===== src/fac_pkg.sv =====
package fac_pkg;

	// bus geometry
	localparam int unsigned FAC_ADDR_W = 4;
	localparam int unsigned FAC_DATA_W = 32;
	localparam int unsigned FAC_REG_W = 8;

	// register indices; byte address is four times the index
	localparam logic [1:0] FAC_IDX_3B = 2'h0;
	localparam logic [1:0] FAC_IDX_4B = 2'h1;
	localparam logic [FAC_ADDR_W-1:0] FAC_ADDR_3B = {FAC_IDX_3B, 2'h0};
	localparam logic [FAC_ADDR_W-1:0] FAC_ADDR_4B = {FAC_IDX_4B, 2'h0};

	// three-bit mode register fields
	localparam int unsigned FAC_3B_RSVD_BIT = 7;
	localparam int unsigned FAC_3B_SPD_LSB = 5;
	localparam int unsigned FAC_3B_CH_LSB = 3;
	localparam int unsigned FAC_3B_RES_LSB = 0;
	localparam int unsigned FAC_3B_RES_W = 3;
	localparam logic FAC_3B_RSVD_VAL = 1'b1;

	// four-bit mode register fields
	localparam int unsigned FAC_4B_SPD_LSB = 6;
	localparam int unsigned FAC_4B_CH_LSB = 4;
	localparam int unsigned FAC_4B_RES_LSB = 0;
	localparam int unsigned FAC_4B_RES_W = 4;

	// reset values
	localparam logic [1:0] FAC_SPD_RST = 2'h0;
	localparam logic [1:0] FAC_CH_RST = 2'h0;
	localparam logic [3:0] FAC_RES_RST = 4'h0;

	// speed codes
	localparam logic [1:0] FAC_SPD_OFF = 2'h0;
	localparam logic [1:0] FAC_SPD_DIV2 = 2'h1;
	localparam logic [1:0] FAC_SPD_DIV3 = 2'h2;
	localparam logic [1:0] FAC_SPD_DIV4 = 2'h3;

	// divide ratios, stored as terminal count (ratio - 1)
	localparam logic [1:0] FAC_DIV2_TC = 2'h1;
	localparam logic [1:0] FAC_DIV3_TC = 2'h2;
	localparam logic [1:0] FAC_DIV4_TC = 2'h3;

	// conversion-clock ticks per sample of the analog input
	localparam int unsigned FAC_TICKS_PER_SAMPLE = 8;
	localparam logic [2:0] FAC_TICK_TC = 3'(FAC_TICKS_PER_SAMPLE - 1);

	// axi responses
	localparam logic [1:0] FAC_RESP_OKAY = 2'h0;
	localparam logic [1:0] FAC_RESP_SLVERR = 2'h2;

endpackage


===== src/fac_top.sv =====
`timescale 1ns/1ps
`default_nettype none

// What this block does
// - A four-bit flash converter usable at three-bit or four-bit resolution.
// - The input comes from one of four analog channels through a mux.
// - Channel code 00..11 picks channel 0..3 and resets to 00.
// - Channel field is bits 4:3 (three-bit reg) and bits 5:4 (four-bit reg).
// - Three-bit results land in bits 2:0 of the three-bit register.
// - Four-bit results land in bits 3:0 of the four-bit register.
// - Speed field is bits 6:5 (three-bit reg) and bits 7:6 (four-bit reg).
// - Speed 00 stops the converter at reset; 01/10/11 divide clock by 2/3/4.
// - The selected input is sampled once per eight conversion-clock ticks.
// - The result is the last sample taken, or a value software wrote since; with speed 00 it does not follow the channel.
module fac_top (
	// clock and reset
	input wire logic aclk,
	input wire logic aresetn,
	// axi4-lite write address
	input wire logic awvalid,
	output logic awready,
	input wire logic [fac_pkg::FAC_ADDR_W-1:0] awaddr,
	input wire logic [2:0] awprot,
	// axi4-lite write data
	input wire logic wvalid,
	output logic wready,
	input wire logic [fac_pkg::FAC_DATA_W-1:0] wdata,
	input wire logic [3:0] wstrb,
	// axi4-lite write response
	output logic bvalid,
	input wire logic bready,
	output logic [1:0] bresp,
	// axi4-lite read address
	input wire logic arvalid,
	output logic arready,
	input wire logic [fac_pkg::FAC_ADDR_W-1:0] araddr,
	input wire logic [2:0] arprot,
	// axi4-lite read data
	output logic rvalid,
	input wire logic rready,
	output logic [fac_pkg::FAC_DATA_W-1:0] rdata,
	output logic [1:0] rresp,
	// comparator ladder and input mux
	input wire logic [3:0] flash_code,
	output logic [1:0] chan_sel,
	output logic sample_strobe,
	output logic conv_active,
	output logic mode_4b
);
	import fac_pkg::*;

	// write channel holding
	logic aw_full_q, aw_full_d;
	logic [FAC_ADDR_W-1:0] aw_addr_q, aw_addr_d;
	logic w_full_q, w_full_d;
	logic [FAC_REG_W-1:0] w_data_q, w_data_d;
	logic w_lane_q, w_lane_d;
	logic bvalid_q, bvalid_d;
	logic [1:0] bresp_q, bresp_d;
	// read channel
	logic rvalid_q, rvalid_d;
	logic [FAC_DATA_W-1:0] rdata_q, rdata_d;
	logic [1:0] rresp_q, rresp_d;
	// three-bit mode register
	logic [1:0] spd3_q, spd3_d;
	logic [1:0] ch3_q, ch3_d;
	logic [FAC_3B_RES_W-1:0] res3_q, res3_d;
	// four-bit mode register
	logic [1:0] spd4_q, spd4_d;
	logic [1:0] ch4_q, ch4_d;
	logic [FAC_4B_RES_W-1:0] res4_q, res4_d;
	// converter sequencing
	logic mode4_q, mode4_d;
	logic [2:0] tcnt_q, tcnt_d;
	logic strobe_q, strobe_d;
	logic restart_q, restart_d;
	// combinational helpers
	logic do_write, hit3, hit4;
	logic [1:0] act_spd, act_ch;
	logic conv_tick, sample_now;
	logic [FAC_REG_W-1:0] view3, view4;

	// register views as software reads them
	always_comb begin
		view3 = '0;
		view3[FAC_3B_RSVD_BIT] = FAC_3B_RSVD_VAL;
		view3[FAC_3B_SPD_LSB +: 2] = spd3_q;
		view3[FAC_3B_CH_LSB +: 2] = ch3_q;
		view3[FAC_3B_RES_LSB +: FAC_3B_RES_W] = res3_q;
		view4 = '0;
		view4[FAC_4B_SPD_LSB +: 2] = spd4_q;
		view4[FAC_4B_CH_LSB +: 2] = ch4_q;
		view4[FAC_4B_RES_LSB +: FAC_4B_RES_W] = res4_q;
	end

	// the register written last decides the resolution in use
	assign act_spd = mode4_q ? spd4_q : spd3_q;
	assign act_ch = mode4_q ? ch4_q : ch3_q;

	assign do_write = aw_full_q && w_full_q && !bvalid_q;
	assign hit3 = aw_addr_q == FAC_ADDR_3B;
	assign hit4 = aw_addr_q == FAC_ADDR_4B;

	fac_div u_div (
		.aclk(aclk),
		.aresetn(aresetn),
		.speed(act_spd),
		.restart(restart_q),
		.tick(conv_tick)
	);

	// sample on the eighth conversion tick of a window; never in the
	// restart cycle, where a stale tick would latch the old channel
	assign sample_now = conv_tick && tcnt_q == FAC_TICK_TC
		&& !restart_q;

	// axi write path: address and data taken in either order
	always_comb begin
		aw_full_d = aw_full_q;
		aw_addr_d = aw_addr_q;
		w_full_d = w_full_q;
		w_data_d = w_data_q;
		w_lane_d = w_lane_q;
		bvalid_d = bvalid_q;
		bresp_d = bresp_q;
		if (awvalid && awready) begin
			aw_full_d = 1'b1;
			aw_addr_d = awaddr;
		end
		if (wvalid && wready) begin
			w_full_d = 1'b1;
			w_data_d = wdata[FAC_REG_W-1:0];
			w_lane_d = wstrb[0];
		end
		if (do_write) begin
			aw_full_d = 1'b0;
			w_full_d = 1'b0;
			bvalid_d = 1'b1;
			bresp_d = (hit3 || hit4) ? FAC_RESP_OKAY : FAC_RESP_SLVERR;
		end else if (bvalid_q && bready) begin
			bvalid_d = 1'b0;
		end
	end

	always_ff @(posedge aclk) begin
		if (!aresetn) begin
			aw_full_q <= 1'b0;
			aw_addr_q <= '0;
			w_full_q <= 1'b0;
			w_data_q <= '0;
			w_lane_q <= 1'b0;
			bvalid_q <= 1'b0;
			bresp_q <= FAC_RESP_OKAY;
		end else begin
			aw_full_q <= aw_full_d;
			aw_addr_q <= aw_addr_d;
			w_full_q <= w_full_d;
			w_data_q <= w_data_d;
			w_lane_q <= w_lane_d;
			bvalid_q <= bvalid_d;
			bresp_q <= bresp_d;
		end
	end

	assign awready = !aw_full_q;
	assign wready = !w_full_q;
	assign bvalid = bvalid_q;
	assign bresp = bresp_q;

	// axi read path: one read at a time, answered a cycle after acceptance
	always_comb begin
		rvalid_d = rvalid_q;
		rdata_d = rdata_q;
		rresp_d = rresp_q;
		if (arvalid && arready) begin
			rvalid_d = 1'b1;
			rdata_d = '0;
			rresp_d = FAC_RESP_OKAY;
			if (araddr == FAC_ADDR_3B) begin
				rdata_d[FAC_REG_W-1:0] = view3;
			end else if (araddr == FAC_ADDR_4B) begin
				rdata_d[FAC_REG_W-1:0] = view4;
			end else begin
				rresp_d = FAC_RESP_SLVERR;
			end
		end else if (rvalid_q && rready) begin
			rvalid_d = 1'b0;
		end
	end

	always_ff @(posedge aclk) begin
		if (!aresetn) begin
			rvalid_q <= 1'b0;
			rdata_q <= '0;
			rresp_q <= FAC_RESP_OKAY;
		end else begin
			rvalid_q <= rvalid_d;
			rdata_q <= rdata_d;
			rresp_q <= rresp_d;
		end
	end

	assign arready = !rvalid_q;
	assign rvalid = rvalid_q;
	assign rdata = rdata_q;
	assign rresp = rresp_q;

	// control fields and results
	always_comb begin
		spd3_d = spd3_q;
		ch3_d = ch3_q;
		res3_d = res3_q;
		spd4_d = spd4_q;
		ch4_d = ch4_q;
		res4_d = res4_q;
		mode4_d = mode4_q;
		restart_d = 1'b0;
		// writes without the low byte lane leave the register alone
		if (do_write && w_lane_q && hit3) begin
			spd3_d = w_data_q[FAC_3B_SPD_LSB +: 2];
			ch3_d = w_data_q[FAC_3B_CH_LSB +: 2];
			res3_d = w_data_q[FAC_3B_RES_LSB +: FAC_3B_RES_W];
			mode4_d = 1'b0;
			restart_d = 1'b1;
		end
		if (do_write && w_lane_q && hit4) begin
			spd4_d = w_data_q[FAC_4B_SPD_LSB +: 2];
			ch4_d = w_data_q[FAC_4B_CH_LSB +: 2];
			res4_d = w_data_q[FAC_4B_RES_LSB +: FAC_4B_RES_W];
			mode4_d = 1'b1;
			restart_d = 1'b1;
		end
		// a fresh conversion wins over a software write in the same cycle
		if (sample_now && !mode4_q) begin
			res3_d = flash_code[3 -: FAC_3B_RES_W];
		end
		if (sample_now && mode4_q) begin
			res4_d = flash_code;
		end
	end

	always_ff @(posedge aclk) begin
		if (!aresetn) begin
			spd3_q <= FAC_SPD_RST;
			ch3_q <= FAC_CH_RST;
			res3_q <= FAC_RES_RST[FAC_3B_RES_W-1:0];
			spd4_q <= FAC_SPD_RST;
			ch4_q <= FAC_CH_RST;
			res4_q <= FAC_RES_RST;
			mode4_q <= 1'b0;
			restart_q <= 1'b0;
		end else begin
			spd3_q <= spd3_d;
			ch3_q <= ch3_d;
			res3_q <= res3_d;
			spd4_q <= spd4_d;
			ch4_q <= ch4_d;
			res4_q <= res4_d;
			mode4_q <= mode4_d;
			restart_q <= restart_d;
		end
	end

	// sampling window: restarted on any control write so that the
	// next result comes wholly from the newly selected channel
	always_comb begin
		tcnt_d = tcnt_q;
		strobe_d = 1'b0;
		if (act_spd == FAC_SPD_OFF || restart_q) begin
			tcnt_d = 3'h0;
		end else if (conv_tick) begin
			tcnt_d = tcnt_q + 3'h1;
			strobe_d = sample_now;
		end
	end

	always_ff @(posedge aclk) begin
		if (!aresetn) begin
			tcnt_q <= 3'h0;
			strobe_q <= 1'b0;
		end else begin
			tcnt_q <= tcnt_d;
			strobe_q <= strobe_d;
		end
	end

	// mux select follows the active register's channel field
	assign chan_sel = act_ch;
	assign sample_strobe = strobe_q;
	assign conv_active = act_spd != FAC_SPD_OFF;
	assign mode_4b = mode4_q;

endmodule // fac_top

`default_nettype wire


===== src/fac_div.sv =====
`timescale 1ns/1ps
`default_nettype none

module fac_div (
	// clock and reset
	input wire logic aclk,
	input wire logic aresetn,
	// control
	input wire logic [1:0] speed,
	input wire logic restart,
	// one-cycle conversion-clock enable
	output logic tick
);
	import fac_pkg::*;

	logic [1:0] cnt_q, cnt_d;
	logic [1:0] tc;
	logic tick_q, tick_d;

	always_comb begin
		unique case (speed)
			FAC_SPD_DIV2: tc = FAC_DIV2_TC;
			FAC_SPD_DIV3: tc = FAC_DIV3_TC;
			FAC_SPD_DIV4: tc = FAC_DIV4_TC;
			default: tc = FAC_DIV2_TC;
		endcase
		cnt_d = cnt_q;
		tick_d = 1'b0;
		// stopped converter: counter parked so a start is always aligned
		if (speed == FAC_SPD_OFF || restart) begin
			cnt_d = 2'h0;
		end else if (cnt_q >= tc) begin
			cnt_d = 2'h0;
			tick_d = 1'b1;
		end else begin
			cnt_d = cnt_q + 2'h1;
		end
	end

	always_ff @(posedge aclk) begin
		if (!aresetn) begin
			cnt_q <= 2'h0;
			tick_q <= 1'b0;
		end else begin
			cnt_q <= cnt_d;
			tick_q <= tick_d;
		end
	end

	assign tick = tick_q;

endmodule // fac_div

`default_nettype wire


===== config.mk =====
export PLATFORM = sky130hd
export DESIGN_NAME = fac_top
export DESIGN_NICKNAME = d
export VERILOG_FILES = /design/src/fac_pkg.sv /design/src/fac_top.sv /design/src/fac_div.sv
export SDC_FILE = /design/constraint.sdc
export NUM_CORES = 1
export LEC_CHECK = 0
export CAP_MARGIN = 20
export CORE_ASPECT_RATIO = 1.25
export CORE_UTILIZATION = 55
export DETAILED_ROUTE_END_ITERATION = 6
export DONT_BUFFER_PORTS = 1
export PLACE_DENSITY = 0.73
export SETUP_SLACK_MARGIN = 0.4
export SLEW_MARGIN = 20
export SYNTH_ARGS = -nofsm -noshare
export SYNTH_HDL_FRONTEND = slang
export SYNTH_SLANG_ARGS = --single-unit

===== constraint.sdc =====
create_clock -name aclk -period 2.35 [get_ports aclk]
set_clock_uncertainty 0.1 [all_clocks]
set_input_delay 0.1175 -clock aclk [delete_from_list [all_inputs] [get_ports aclk]]
set_output_delay 0.1175 -clock aclk [all_outputs]
set_load 0.02 [all_outputs]

# --- After elaboration in Yosys (flattened, before gate mapping) ---
# Index checks and enable logic that the tools add are counted.
totals:
  elab_cells: 88
  out_inout_bits: 46
  reg_bits: 53
  input_bits: 61
classes:
  order_cmp: 1
  reduce_logical: 35
  muxes: 21
  eq_ne: 5
  bitwise: 2
  add_sub_neg: 2
ops:
  columns: ["op", "n"]
  rows:
  - ["8-bit 2-to-1 mux", 2]
  - ["1-bit logical AND", 14]
  - ["2-bit nonzero test", 6]
  - ["2-bit 2-to-1 mux", 5]
  - ["1-bit 2-to-1 mux", 9]
  - ["4-bit by 3-bit equality test with 1-bit output (second input constant)", 2]
  - ["4-bit logical NOT", 2]
  - ["4-bit 2-to-1 mux", 2]
  - ["1-bit logical NOT", 6]
  - ["3-bit 2-to-1 mux", 2]
  - ["3-bit OR reduction", 2]
  - ["2-bit equality test (second input constant)", 2]
  - ["2-bit one-hot mux with 2 select lines", 1]
  - ["2-bit OR reduction", 2]
  - ["3-bit by 1-bit adder with 3-bit output (second input constant)", 1]
  - ["3-bit equality test (second input constant)", 1]
  - ["2-bit by 1-bit adder with 2-bit output (second input constant)", 1]
  - ["2-bit >= comparator", 1]
  - ["2-bit logical NOT", 1]
  - ["1-bit logical OR", 2]
  - ["1-bit inverter", 2]

# --- Logic depth before layout (Yosys ltp) ---
# Gate-level depths: netlist of the first run.
logic_depth:
  ltp_word: 6
  ltp_mapped: 8
  depth_no_buf: 7

# --- Modules after synthesis ---
# A second synthesis of the first run with hierarchy kept.
unflattened:
  cells_unflattened: 284
  area_unflattened_um2: 2453.6
by_module_without_submodules:
  columns: ["mod", "cells_each", "area_per_inst_um2", "instances", "seq_area_each_um2"]
  rows:
  - ["fac_top", 268, 2287.2, 1, 960.9]
  - ["fac_div", 16, 166.4, 1, 60.1]

# --- Worst setup path before layout of the first run ---
# OpenSTA, ideal clock, no wires.
synth_timing:
  kind: "register to register"
  startpoint: "register mode4_q, in the netlist mode_4b"
  endpoint: "register u_div.cnt_q[0]"
  required_time_ps: 2186
  period_less_slack_ps: 2056
  setup_slack_ps: 294
  arrival_time_ps: 1892
  setup_time_ps: 64
  n_path_buf: 1
  stages_incl_launch_ff: 9
  path_cell_list: "dfxtp_1 buf_1 mux2i_1 a211o_1 ha_1 nand2b_1 a21oi_1 nand2b_1 nor2_1"
synth_via:
  elab_chain_len: 5
  word_cells_on_any_way: 8
  classes_between: "order compare: 1; eq/ne: 2; mux: 2; reduce/logical: 3"
synth_lines:
  columns: ["element", "line_no", "text"]
  rows:
  - ["start, declared", "fac_top.sv:73", "logic mode4_q, mode4_d;"]
  - ["start signal, assigned", "fac_top.sv:259", "mode4_q <= mode4_d;"]
  - ["2-bit 2-to-1 mux *", "fac_top.sv:97", "assign act_spd = mode4_q ? spd4_q : spd3_q;"]
  - ["2-bit equality test", "fac_div.sv:21", "unique case (speed)"]
  - ["2-bit one-hot mux with 2 select lines", "fac_div.sv:21", null]
  - ["2-bit >= comparator", "fac_div.sv:32", "end else if (cnt_q >= tc) begin"]
  - ["3-bit OR reduction (no source line) *", null, null]
  - ["end signal, assigned", "fac_div.sv:45", "cnt_q <= cnt_d;"]
  - ["end, declared", "fac_div.sv:16", "logic [1:0] cnt_q, cnt_d;"]
# Mark *: on every way between the ends. The rest lies on a longest branch, timed or not.
# A chain may end at the register's enable or synchronous reset.

# --- Worst setup path after layout of the first run ---
layout_timing:
  startpoint: "register mode4_q, in the netlist mode_4b"
  endpoint: "register u_div.cnt_q[1]"
# Same word-level chain as after synthesis.

==> results of run 1 <==
cell usage in the layout (no fill, tap or decap), types with 3 or more instances in the layout:
cell type / Yosys / layout
dfxtp_1: 51 / 50
nor2_1: 33 / 33
nand2_1: 28 / 28
a21oi_1: 26 / 26
conb_1: 1 / 26
nor3_1: 23 / 23
dlygate4sd3_1: 0 / 22
mux2i_1: 20 / 20
o21ai_0: 9 / 9
inv_1: 6 / 6
nor2b_1: 5 / 5
clkbuf_8: 0 / 5
nand2b_1: 4 / 4
nor3_2: 4 / 4
ha_1: 4 / 4
a211oi_1: 3 / 3
final timing paths:
check	slack, ps	startpoint	end	cells past startpoint
worst max-delay path	550	mode_4b	u_div.cnt_q[1]	8
worst min-delay path	20	flash_code[1]	res4_q[1]	2
worst max register to register	550	mode_4b	u_div.cnt_q[1]	8
worst min register to register	360	u_div.cnt_q[0]	u_div.cnt_q[0]	1
registers in the layout, summed over array words and instances, names as in the netlist:
register	cells
ch3_q	2
u_div.cnt_q	2
mode_4b	1
u_div.tick	1
sample_strobe	1
rvalid	1
bvalid	1
spd4_q	2
res4_q	4
aw_full_q	1
w_data_q	8
bresp	1
w_full_q	1
spd3_q	2
w_lane_q	1
aw_addr_q	4
tcnt_q	3
res3_q	3
rresp	1
restart_q	1
ch4_q	2
rdata	8
layout make-up:
| cell class | count | area [um2] |
|---|---|---|
| Clock inverter | 2 | 37.54 |
| Fill cell | 370 | 1481 |
| Sequential cell | 51 | 1022 |
| Clock buffer | 5 | 68.82 |
| Inverter | 7 | 26.28 |
| Tap cell | 56 | 70.07 |
| Multi-Input combinational cell | 201 | 1141 |
| Timing Repair Buffer | 24 | 251.5 |
power by group:
part / internal, mW / total, mW / switching [mW]
Clock: 0.311 / 0.596 / 0.285
Combinational: 0.0547 / 0.160 / 0.105
Sequential: 0.885 / 0.909 / 0.0234
per-stage QoR:
step           power (mW)  util, %
3_5_place_dp        1.056    55.16
3_3_place_gp        1.053    55.16
4_1_cts             1.674    63.13
2_1_floorplan       1.082        -
5_1_grt             1.724    63.86
6_report            1.664    63.86
cells by family (layout without fill, tap and decap cells):
group / Yosys count / count (layout) / synth area share (%)
AO/OA/AOI/OAI: 40 / 40 / 9.240
XOR/XNOR: 2 / 2 / 0.7436
adder cells (fa/ha/maj): 4 / 4 / 2.124
buffers and inverters: 48 / 38 / 12.43
flip-flops: 51 / 51 / 43.34
multiplexers: 22 / 22 / 9.453
other: 1 / 26 / 0.1592
AND/OR/NAND/NOR: 107 / 107 / 22.52
worst reg2reg max path: stages, from the launching register on:
cell and delay, ps:
dfxtp_2 410, buf_6 180, nor2b_1 60, a211o_1 220
ha_1 260, nand2b_1 140, a21oi_1 170, nand2b_1 100
nor2_1 90
layer usage:
layer  up-vias  GRT usage [%]  part of all wire [%]
li1        894              -                     -
met1       821          21.46                    41
met2        44          39.44                    53
met3         7          6.186                   4.7
met4         0          7.576                   1.4
met5         -              0                     0
timing repair:
| action | in CTS | in global routing |
|---|---|---|
| resized for setup | 0 | 3 |
| endpoints found under the hold margin | 25 | 0 |
| hold buffers | 22 | 0 |
| buffers inserted | 0 | 1 |
| endpoints found under the setup margin | 0 | 12 |
==> flow_summary.toml, run 1 <==
[placed_design]
place_ws_ps = 464.8
place_inst = 316
placed_cell_area_um2 = 2261
io_buffers = 0
dp_hpwl_mm = 3.127
routabilityCongestion = 0.7713

[logic_synthesis]
synth-seq-area-share_pct = 43.34
syn-instance-count = 275
avgSynthCellArea_um2 = 8.567
synth_area_um2 = 2356
synthTopCellsByCount = "dfxtp_1 (51), nor2_1 (33), nand2_1 (28)"
synth.top_cell.area_share_pct = 43.34
synth_cell_type_count = 31
synth-async-reset-ratio_pct = 0
yosysMostFrequentCell = "dfxtp_1"
synth_area_leader_cell = "dfxtp_1"
synth-main-ff-cell = "dfxtp_1"
synth_seq_cells = 51
yosys_warnings = 0
synth_edf_count = 0
ys_top_cells_by_area = "dfxtp_1 (43%), mux2i_1 (8.5%), buf_4 (8.3%), a21oi_1 (5.5%), nor2_1 (5.3%)"

[timing]
slew_viol_final = 0
timing.fmax_mhz = 556.8
timing.final.crit_share_pct = 76.43
whs_ps = 24.35
slew_headroom_pct = 54.76
final_hold_viol_count = 0
timing.final.ws_setup_ps = 553.9
rsz0062_at_grt = "false"
tns_ps = 0
worst_pin_slew_ps = 677.2
setup_viol = 0
layout_min_cycle_time_ps = 1796

[clocking]
clock_path_buffers = 2
cts_tree = "yes"
clk-insertion-delay-late_ps = 310
numCtsBuffers = 5
clock-sinks = 51
cts_root_buffer = "clkbuf_8"
cts-htree-levels = 2
clkSlewWorstSetupHoldPaths_ps = 90

[critical_path]
cp-end-kind = "flip-flop"
critical_path.top_delay_family = "flip-flops"
start_kind = "flip-flop"
path_class = "flip-flop to flip-flop"
cp.arrival_ps = 1940
worst_ep_required_time_ps = 2500
path_cells = "buf_6, nor2b_1, a211o_1, ha_1, nand2b_1, a21oi_1, nand2b_1, nor2_1"
worst-path-buf-inv = 1
crit_slowest_cell = "dfxtp_2"
critPathMaxStageDelay_ps = 410
critPathMaxFanout = 10
path_common_cell = "nand2b_1"

[pwr]
leakage_nw = 0.9952
p_per_area_nw_per_um2 = 635.9
peakVddDrop_uv = 501.2

[die]
dieHeight_um = 75.18
initial_utilization_pct = 57.48
rows = 26
dieArea_um2 = 4551
design.core.area_um2 = 4099
dieWidth_um = 60.54
pin_count = 107

[drt]
drt-total-wl_mm = 4.510
drtIter0Drc = 48
routedWlPerCell_um = 13.03
num_vias = 1766
drtAntennaViolNets = 0
firstDrtPassIters = 4
drcViolationCount = 0
routed_via_density = 5.104

[grt]
grt_max_degree = 38
grt_pass1_wl_mm = 6.906
antenna_found_initial = 0
track_usage_pct = 20.94
grt.overflow.total = 0
first_global_vias = 1611

[run_status]
status = "finished, final reports clean"

[finish]
final_cells = 346
areaGrowthSynthToFinish_pct = 11.10
post_route_cells_drive_above_1_share_pct = 7.586
antennaDiodeCount = 0
fin_area_um2 = 2618
nets = 355

[min_path]
hold_class = "primary input to flip-flop"

[flow_run]
maxCapViolations = 0
No activity file was read; power rests on OpenSTA's default activity.
==> run 2: changes to the inputs <==
--- a/config.mk
+++ b/config.mk
@@ -5,6 +5,7 @@
 export SDC_FILE = /design/constraint.sdc
 export NUM_CORES = 1
 export LEC_CHECK = 0
+export ABC_AREA = 1
 export CAP_MARGIN = 20
 export CORE_ASPECT_RATIO = 1.25
 export CORE_UTILIZATION = 55
==> constraint.sdc (replaced) <==
create_clock -name aclk -period 1.75 [get_ports aclk]
set_clock_uncertainty 0.1 [all_clocks]
set_input_delay 0.0875 -clock aclk [delete_from_list [all_inputs] [get_ports aclk]]
set_output_delay 0.0875 -clock aclk [all_outputs]
set_load 0.02 [all_outputs]
==> run 2 against run 1 <==
The run now ends with negative setup slack left. Combinational power increased by 120%. Synthesized cell count increased by 21%. Wire length increased by 34%. Fmax increased by 2.5%. Worst setup slack got worse by 560 ps.
==> flow_summary.toml, run 2 <==
[logic_synthesis]
synth_edf_count = 0
syn-instance-count = 334
synth_seq_cells = 51
yosys_warnings = 0
synth-async-reset-ratio_pct = 0
synth.top_cell.area_share_pct = 41.61
yosysMostFrequentCell = "nor2_1"
synthTopCellsByCount = "nor2_1 (63), nand2_1 (62), dfxtp_1 (51)"
synth_area_um2 = 2454
synth-seq-area-share_pct = 41.61
synth_cell_type_count = 29
avgSynthCellArea_um2 = 7.346
synth-main-ff-cell = "dfxtp_1"
synth_area_leader_cell = "dfxtp_1"
ys_top_cells_by_area = "dfxtp_1 (42%), nor2_1 (9.6%), nand2_1 (9.5%), buf_4 (8.3%), o21ai_0 (4.9%)"

[die]
pin_count = 107
rows = 26
dieArea_um2 = 4734
design.core.area_um2 = 4197
dieWidth_um = 61.74
initial_utilization_pct = 58.47
dieHeight_um = 76.68

[clocking]
cts_tree = "yes"
clk-insertion-delay-late_ps = 300
clkSlewWorstSetupHoldPaths_ps = 90
clock_path_buffers = 2
clock-sinks = 51
cts_root_buffer = "clkbuf_8"
cts-htree-levels = 2
numCtsBuffers = 5

[placed_design]
io_buffers = 0
dp_hpwl_mm = 3.244
place_ws_ps = 32.94
routabilityCongestion = 0.7498

[grt]
grt_use_met3_pct = 5.902
antenna_found_initial = 0
grt_pass1_wl_mm = 8.500
grt_max_degree = 26
busiest_layer = "met2"
use_met2_pct = 40.43
grt.overflow.total = 0
first_global_vias = 1934
track_usage_pct = 24.20
grtUsageMet1_pct = 28.45

[drt]
firstDrtPassIters = 4
routed_via_density = 5.021
drtIter0Drc = 104
routedWlPerCell_um = 13.78
drcViolationCount = 0
drt-total-wl_mm = 6.051
num_vias = 2204
drtAntennaViolNets = 0

[finish]
post_route_cells_drive_above_1_share_pct = 26.63
areaGrowthSynthToFinish_pct = 32.23
antennaDiodeCount = 0
nets = 447
final_util_pct = 77.31
layout_commonest_cell = "nor2_1"
mostFrequentLayoutCells = "nor2_1 (59), nand2_1 (45), dfxtp_1 (44)"

[timing]
slew_viol_final = 0
final_hold_viol_count = 0
slew_headroom_pct = 37.42
layout_min_cycle_time_ps = 1752
setup_viol = 1
worst_pin_slew_ps = 938.7
timing.final.crit_share_pct = 100.1
tns_ps = -2.124
rsz0062_at_grt = "true"
timing.final.ws_setup_ps = -2.124
timing.fmax_mhz = 570.7

[critical_path]
cp.arrival_ps = 1860
critPathMaxFanout = 4
critPathMaxStageDelay_ps = 380
cp-end-kind = "flip-flop"
path_common_cell = "buf_4"
rr_endpoint = "u_div.tick"
critical_path.top_delay_family = "buffers and inverters"
worstReg2RegStart = "mode_4b"
worst_ep_required_time_ps = 1860
rrSetupSlack_ps = -2
path_cells = "inv_2, or2_1, o21ai_2, buf_4, buf_4, ha_1, a21oi_2, buf_4, nor2_2"
worst-path-buf-inv = 4
crit_slowest_cell = "dfxtp_4"
start_kind = "flip-flop"
path_class = "flip-flop to flip-flop"
r2r_cells = 9

[min_path]
worstHoldStart = "araddr[1]"
hold_class = "primary input to flip-flop"
whs_path_depth = 4
holdPathEnd = "rresp[1]"

[run_status]
violations = "negative setup slack"
status = "finished with violations"

[pwr]
p_per_area_nw_per_um2 = 799.6
leakage_nw = 1.383
peakVddDrop_uv = 854.1

[flow_run]
maxCapViolations = 0
-- run 2: cell count changes after synthesis, moves of 4 or more --
cell,change
nand2_1,+34
nor2_1,+30
inv_1,+22
nand3_1,+21
nor3_1,-21
mux2i_1,-20
o21ai_0,+15
a21oi_1,-11
clkbuf_1,-8
nand2_4,+5
nor2b_1,-5
a21oi_2,+4
nand2_2,+4
nand2b_1,-4
-- run 2: per-stage QoR --
stage	total power, mW	std cells	instance area [um2]	hold slack, ps
after floorplan	1.523	359	2590	122.4
after global placement	1.499	386	2449	109.6
after detailed placement	1.505	386	2449	130.7
after CTS	2.528	430	2953	5.827
after global routing	2.708	439	3244	42.11
final	2.594	439	3244	13.05
-- run 2: area by class of cell --
class                      instances  area, um2
multi-input combinational        248       1440
sequential                        51       1037
fill                             287      952.2
timing repair buffer              41      407.9
inverter                          33      141.4
tap                               56      70.07
clock buffer                       5      68.82
clock inverter                     3      66.31
timing repair inverter             2      12.51
-- run 2: cell families (layout without fill, tap and decap cells) --
| group | count (synthesis) | in the layout | synth area share [%] |
|---|---|---|---|
| fa+ha+maj | 4 | 4 | 2.040 |
| compound gates | 46 | 46 | 10.40 |
| simple gates | 166 | 170 | 30.80 |
| other cells | 1 | 26 | 0.1528 |
| xor+xnor | 2 | 2 | 0.7141 |
| flops | 51 | 51 | 41.61 |
| buf+inv | 64 | 84 | 14.28 |
-- run 2: report_power, final --
part           total, mW  internal [mW]  switching (mW)
Sequential          1.27           1.21          0.0623
Combinational      0.354          0.124           0.229
Clock              0.972          0.571           0.400
-- run 2: worst min-delay path, delay by kind of cell --
family	cells	cell delay, ps
buffers and inverters	1	20
AND/OR/NAND/NOR	3	270
-- run 2: timing repair --
item / in CTS / in global routing
gates cloned: 3 / 3
setup buffers: 4 / 6
pin swaps: 8 / 35
setup endpoints to repair: 21 / 50
gates resized for setup: 8 / 65
endpoints found under the hold margin: 43 / 0
hold buffers: 29 / 0
-- run 2: metal layers --
layer | vias to the layer above | wire (um) | part of all wire, %
li1 | 1104 | - | -
met1 | 1002 | 2326 | 38
met2 | 87 | 3263 | 54
met3 | 11 | 334 | 5.5
met4 | 0 | 126 | 2.1
met5 | - | 0 | 0
-- run 2: worst max-delay path by stage --
stage                          end     from  cells after the start
finish                  u_div.tick  mode_4b                      9
global placement    u_div.cnt_q[0]  mode_4b                     11
detailed placement  u_div.cnt_q[0]  mode_4b                     11
global route        u_div.cnt_q[1]  mode_4b                     11
floorplan           u_div.cnt_q[0]  mode_4b                     10
CTS                 u_div.cnt_q[0]  mode_4b                     11
==> run 3: changes to the inputs <==
--- a/config.mk
+++ b/config.mk
@@ -8,10 +8,11 @@
 export ABC_AREA = 1
 export CAP_MARGIN = 20
 export CORE_ASPECT_RATIO = 1.25
-export CORE_UTILIZATION = 55
+export CORE_UTILIZATION = 62
 export DETAILED_ROUTE_END_ITERATION = 6
 export DONT_BUFFER_PORTS = 1
-export PLACE_DENSITY = 0.73
+export PLACE_DENSITY = 0.81
+export REMOVE_ABC_BUFFERS = 1
 export SETUP_SLACK_MARGIN = 0.4
 export SLEW_MARGIN = 20
 export SYNTH_ARGS = -nofsm -noshare
==> run 3 against run 2 <==
Sequential cell count stayed put. Sequential share of layout area hardly changed. The run now ends clean. Utilization is 8.1 points higher. Final area is 0.39% lower. Non-clock buffer count is 13 higher. Critical path depth is 2 higher. Combinational power is 3% higher. Register-to-register slack better by 70 ps. Worst setup slack better by 69 ps. Total power is 10% lower. Via count is 3.6% higher. Wire length is 2.5% higher.
==> flow_summary.toml, run 3 (synthesis results as in run 2) <==
[finish]
antennaDiodeCount = 0
nets = 460
fin_area_um2 = 3232
final_util_pct = 85.39
post_route_cells_drive_above_1_share_pct = 25.57
final_cells = 449
layout_commonest_cell = "nor2_1"
mostFrequentLayoutCells = "nor2_1 (59), nand2_1 (48), dfxtp_1 (44)"
areaGrowthSynthToFinish_pct = 31.72

[grt]
grt.overflow.total = 0
grt_max_degree = 26
antenna_found_initial = 0
first_global_vias = 2035
track_usage_pct = 26.79
grt_pass1_wl_mm = 8.576

[placed_design]
dp_hpwl_mm = 3.117
io_buffers = 0
place_inst = 387
placed_cell_area_um2 = 2426
routabilityCongestion = 0.7658

[critical_path]
path_cells = "inv_2, or2_1, o21ai_2, inv_1, nand2_2, ha_4, inv_2, nand2_2, a21oi_2, nand3_1, nor2_1"
rr_endpoint = "u_div.cnt_q[0]"
cp-end-kind = "flip-flop"
critPathMaxStageDelay_ps = 350
startpoint = "mode_4b"
critical_path.top_delay_family = "simple AND/OR/NAND/NOR gates"
worst_ep_required_time_ps = 1900
worstReg2RegStart = "mode_4b"
worst-path-buf-inv = 3
cp.arrival_ps = 1830
critPathMaxFanout = 3
start_kind = "flip-flop"
rrSetupSlack_ps = 70
r2r_cells = 11
crit_slowest_cell = "dfxtp_2"
path_class = "flip-flop to flip-flop"

[min_path]
holdPathEnd = "tcnt_q[0]"
worstHoldStart = "aresetn"
hold_class = "primary input to flip-flop"
whs_path_depth = 4

[run_status]
status = "finished, final reports clean"

[die]
initial_utilization_pct = 64.83
design.core.area_um2 = 3785
pin_count = 107
dieArea_um2 = 4215
dieHeight_um = 72.34
rows = 25
dieWidth_um = 58.27

[timing]
tns_ps = 0
slew_headroom_pct = 44.79
final_hold_viol_count = 0
timing.fmax_mhz = 594.3
timing.final.crit_share_pct = 96.15
rsz0062_at_grt = "true"
setup_viol = 0
slew_viol_final = 0
layout_min_cycle_time_ps = 1683
worst_pin_slew_ps = 828.1

[clocking]
cts_root_buffer = "clkbuf_8"
clock_path_buffers = 2
clkSlewWorstSetupHoldPaths_ps = 90
numCtsBuffers = 5
clock-sinks = 51
clk-insertion-delay-late_ps = 310
cts-htree-levels = 2
cts_tree = "yes"

[drt]
routedWlPerCell_um = 13.82
drtAntennaViolNets = 0
num_vias = 2283
drt-total-wl_mm = 6.204
routed_via_density = 5.085
firstDrtPassIters = 5
drtIter0Drc = 120
drcViolationCount = 0

[pwr]
peakVddDrop_uv = 846.8
leakage_nw = 1.450
p_per_area_nw_per_um2 = 719.2
finalPower_mw = 2.324

[flow_run]
maxCapViolations = 0
-- run 3: worst max path at each step --
| stage | depth (start not counted) | slack, ps | to |
|---|---|---|---|
| after global placement | 11 | 70 | u_div.cnt_q[0] |
| after floorplan | 11 | -270 | u_div.cnt_q[0] |
| after global routing | 11 | -30 | u_div.cnt_q[0] |
| after detailed placement | 11 | -2 | u_div.cnt_q[0] |
| final | 11 | 70 | u_div.cnt_q[0] |
| after CTS | 11 | 90 | u_div.cnt_q[0] |
-- run 3: final cells by class --
cell class / count / area (um2)
clock inverters: 1 / 5.005
flip-flops and latches: 51 / 1032
well taps: 54 / 67.56
inverters: 33 / 133.9
clock buffers: 6 / 82.58
multi-input cells: 248 / 1394
repair buffers: 54 / 504.2
fillers: 183 / 553.0
repair inverters: 2 / 12.51
-- run 3: per-stage QoR --
| step | hold slack (ps) | worst slack [ps] |
|---|---|---|
| after global placement | 109.6 | 74.20 |
| after detailed placement | 119.1 | -1.568 |
| final | 37.32 | 67.30 |
| after floorplan | 105.3 | -274.9 |
| after CTS | 22.27 | 93.82 |
| after global routing | 42.33 | -26.85 |
-- run 3: routing by layer --
metal | track usage (%) | share of wire (%) | up-vias
met5 | 0 | 0 | -
met4 | 11.38 | 2.1 | 0
met3 | 6.061 | 6.3 | 12
met2 | 47.51 | 53 | 98
met1 | 30.51 | 39 | 1048
li1 | - | - | 1125
-- run 3: repair_timing --
item,CTS,global route
setup buffers,11,9
gates cloned,2,4
pin swaps,15,15
setup endpoints to repair,21,50
endpoints found under the hold margin,43,0
hold buffers,29,0
resized for setup,20,50
-- run 3: tightest hold or removal path: cells and delay by family --
kind	cells	cell delay [ps]
buf+inv	1	80
simple gates	3	250
-- run 3: where the power goes --
group / internal [mW] / switching [mW] / leakage (nW)
logic: 0.137 / 0.228 / 0.983
clock network: 0.311 / 0.382 / 0.0470
registers: 1.21 / 0.0578 / 0.420
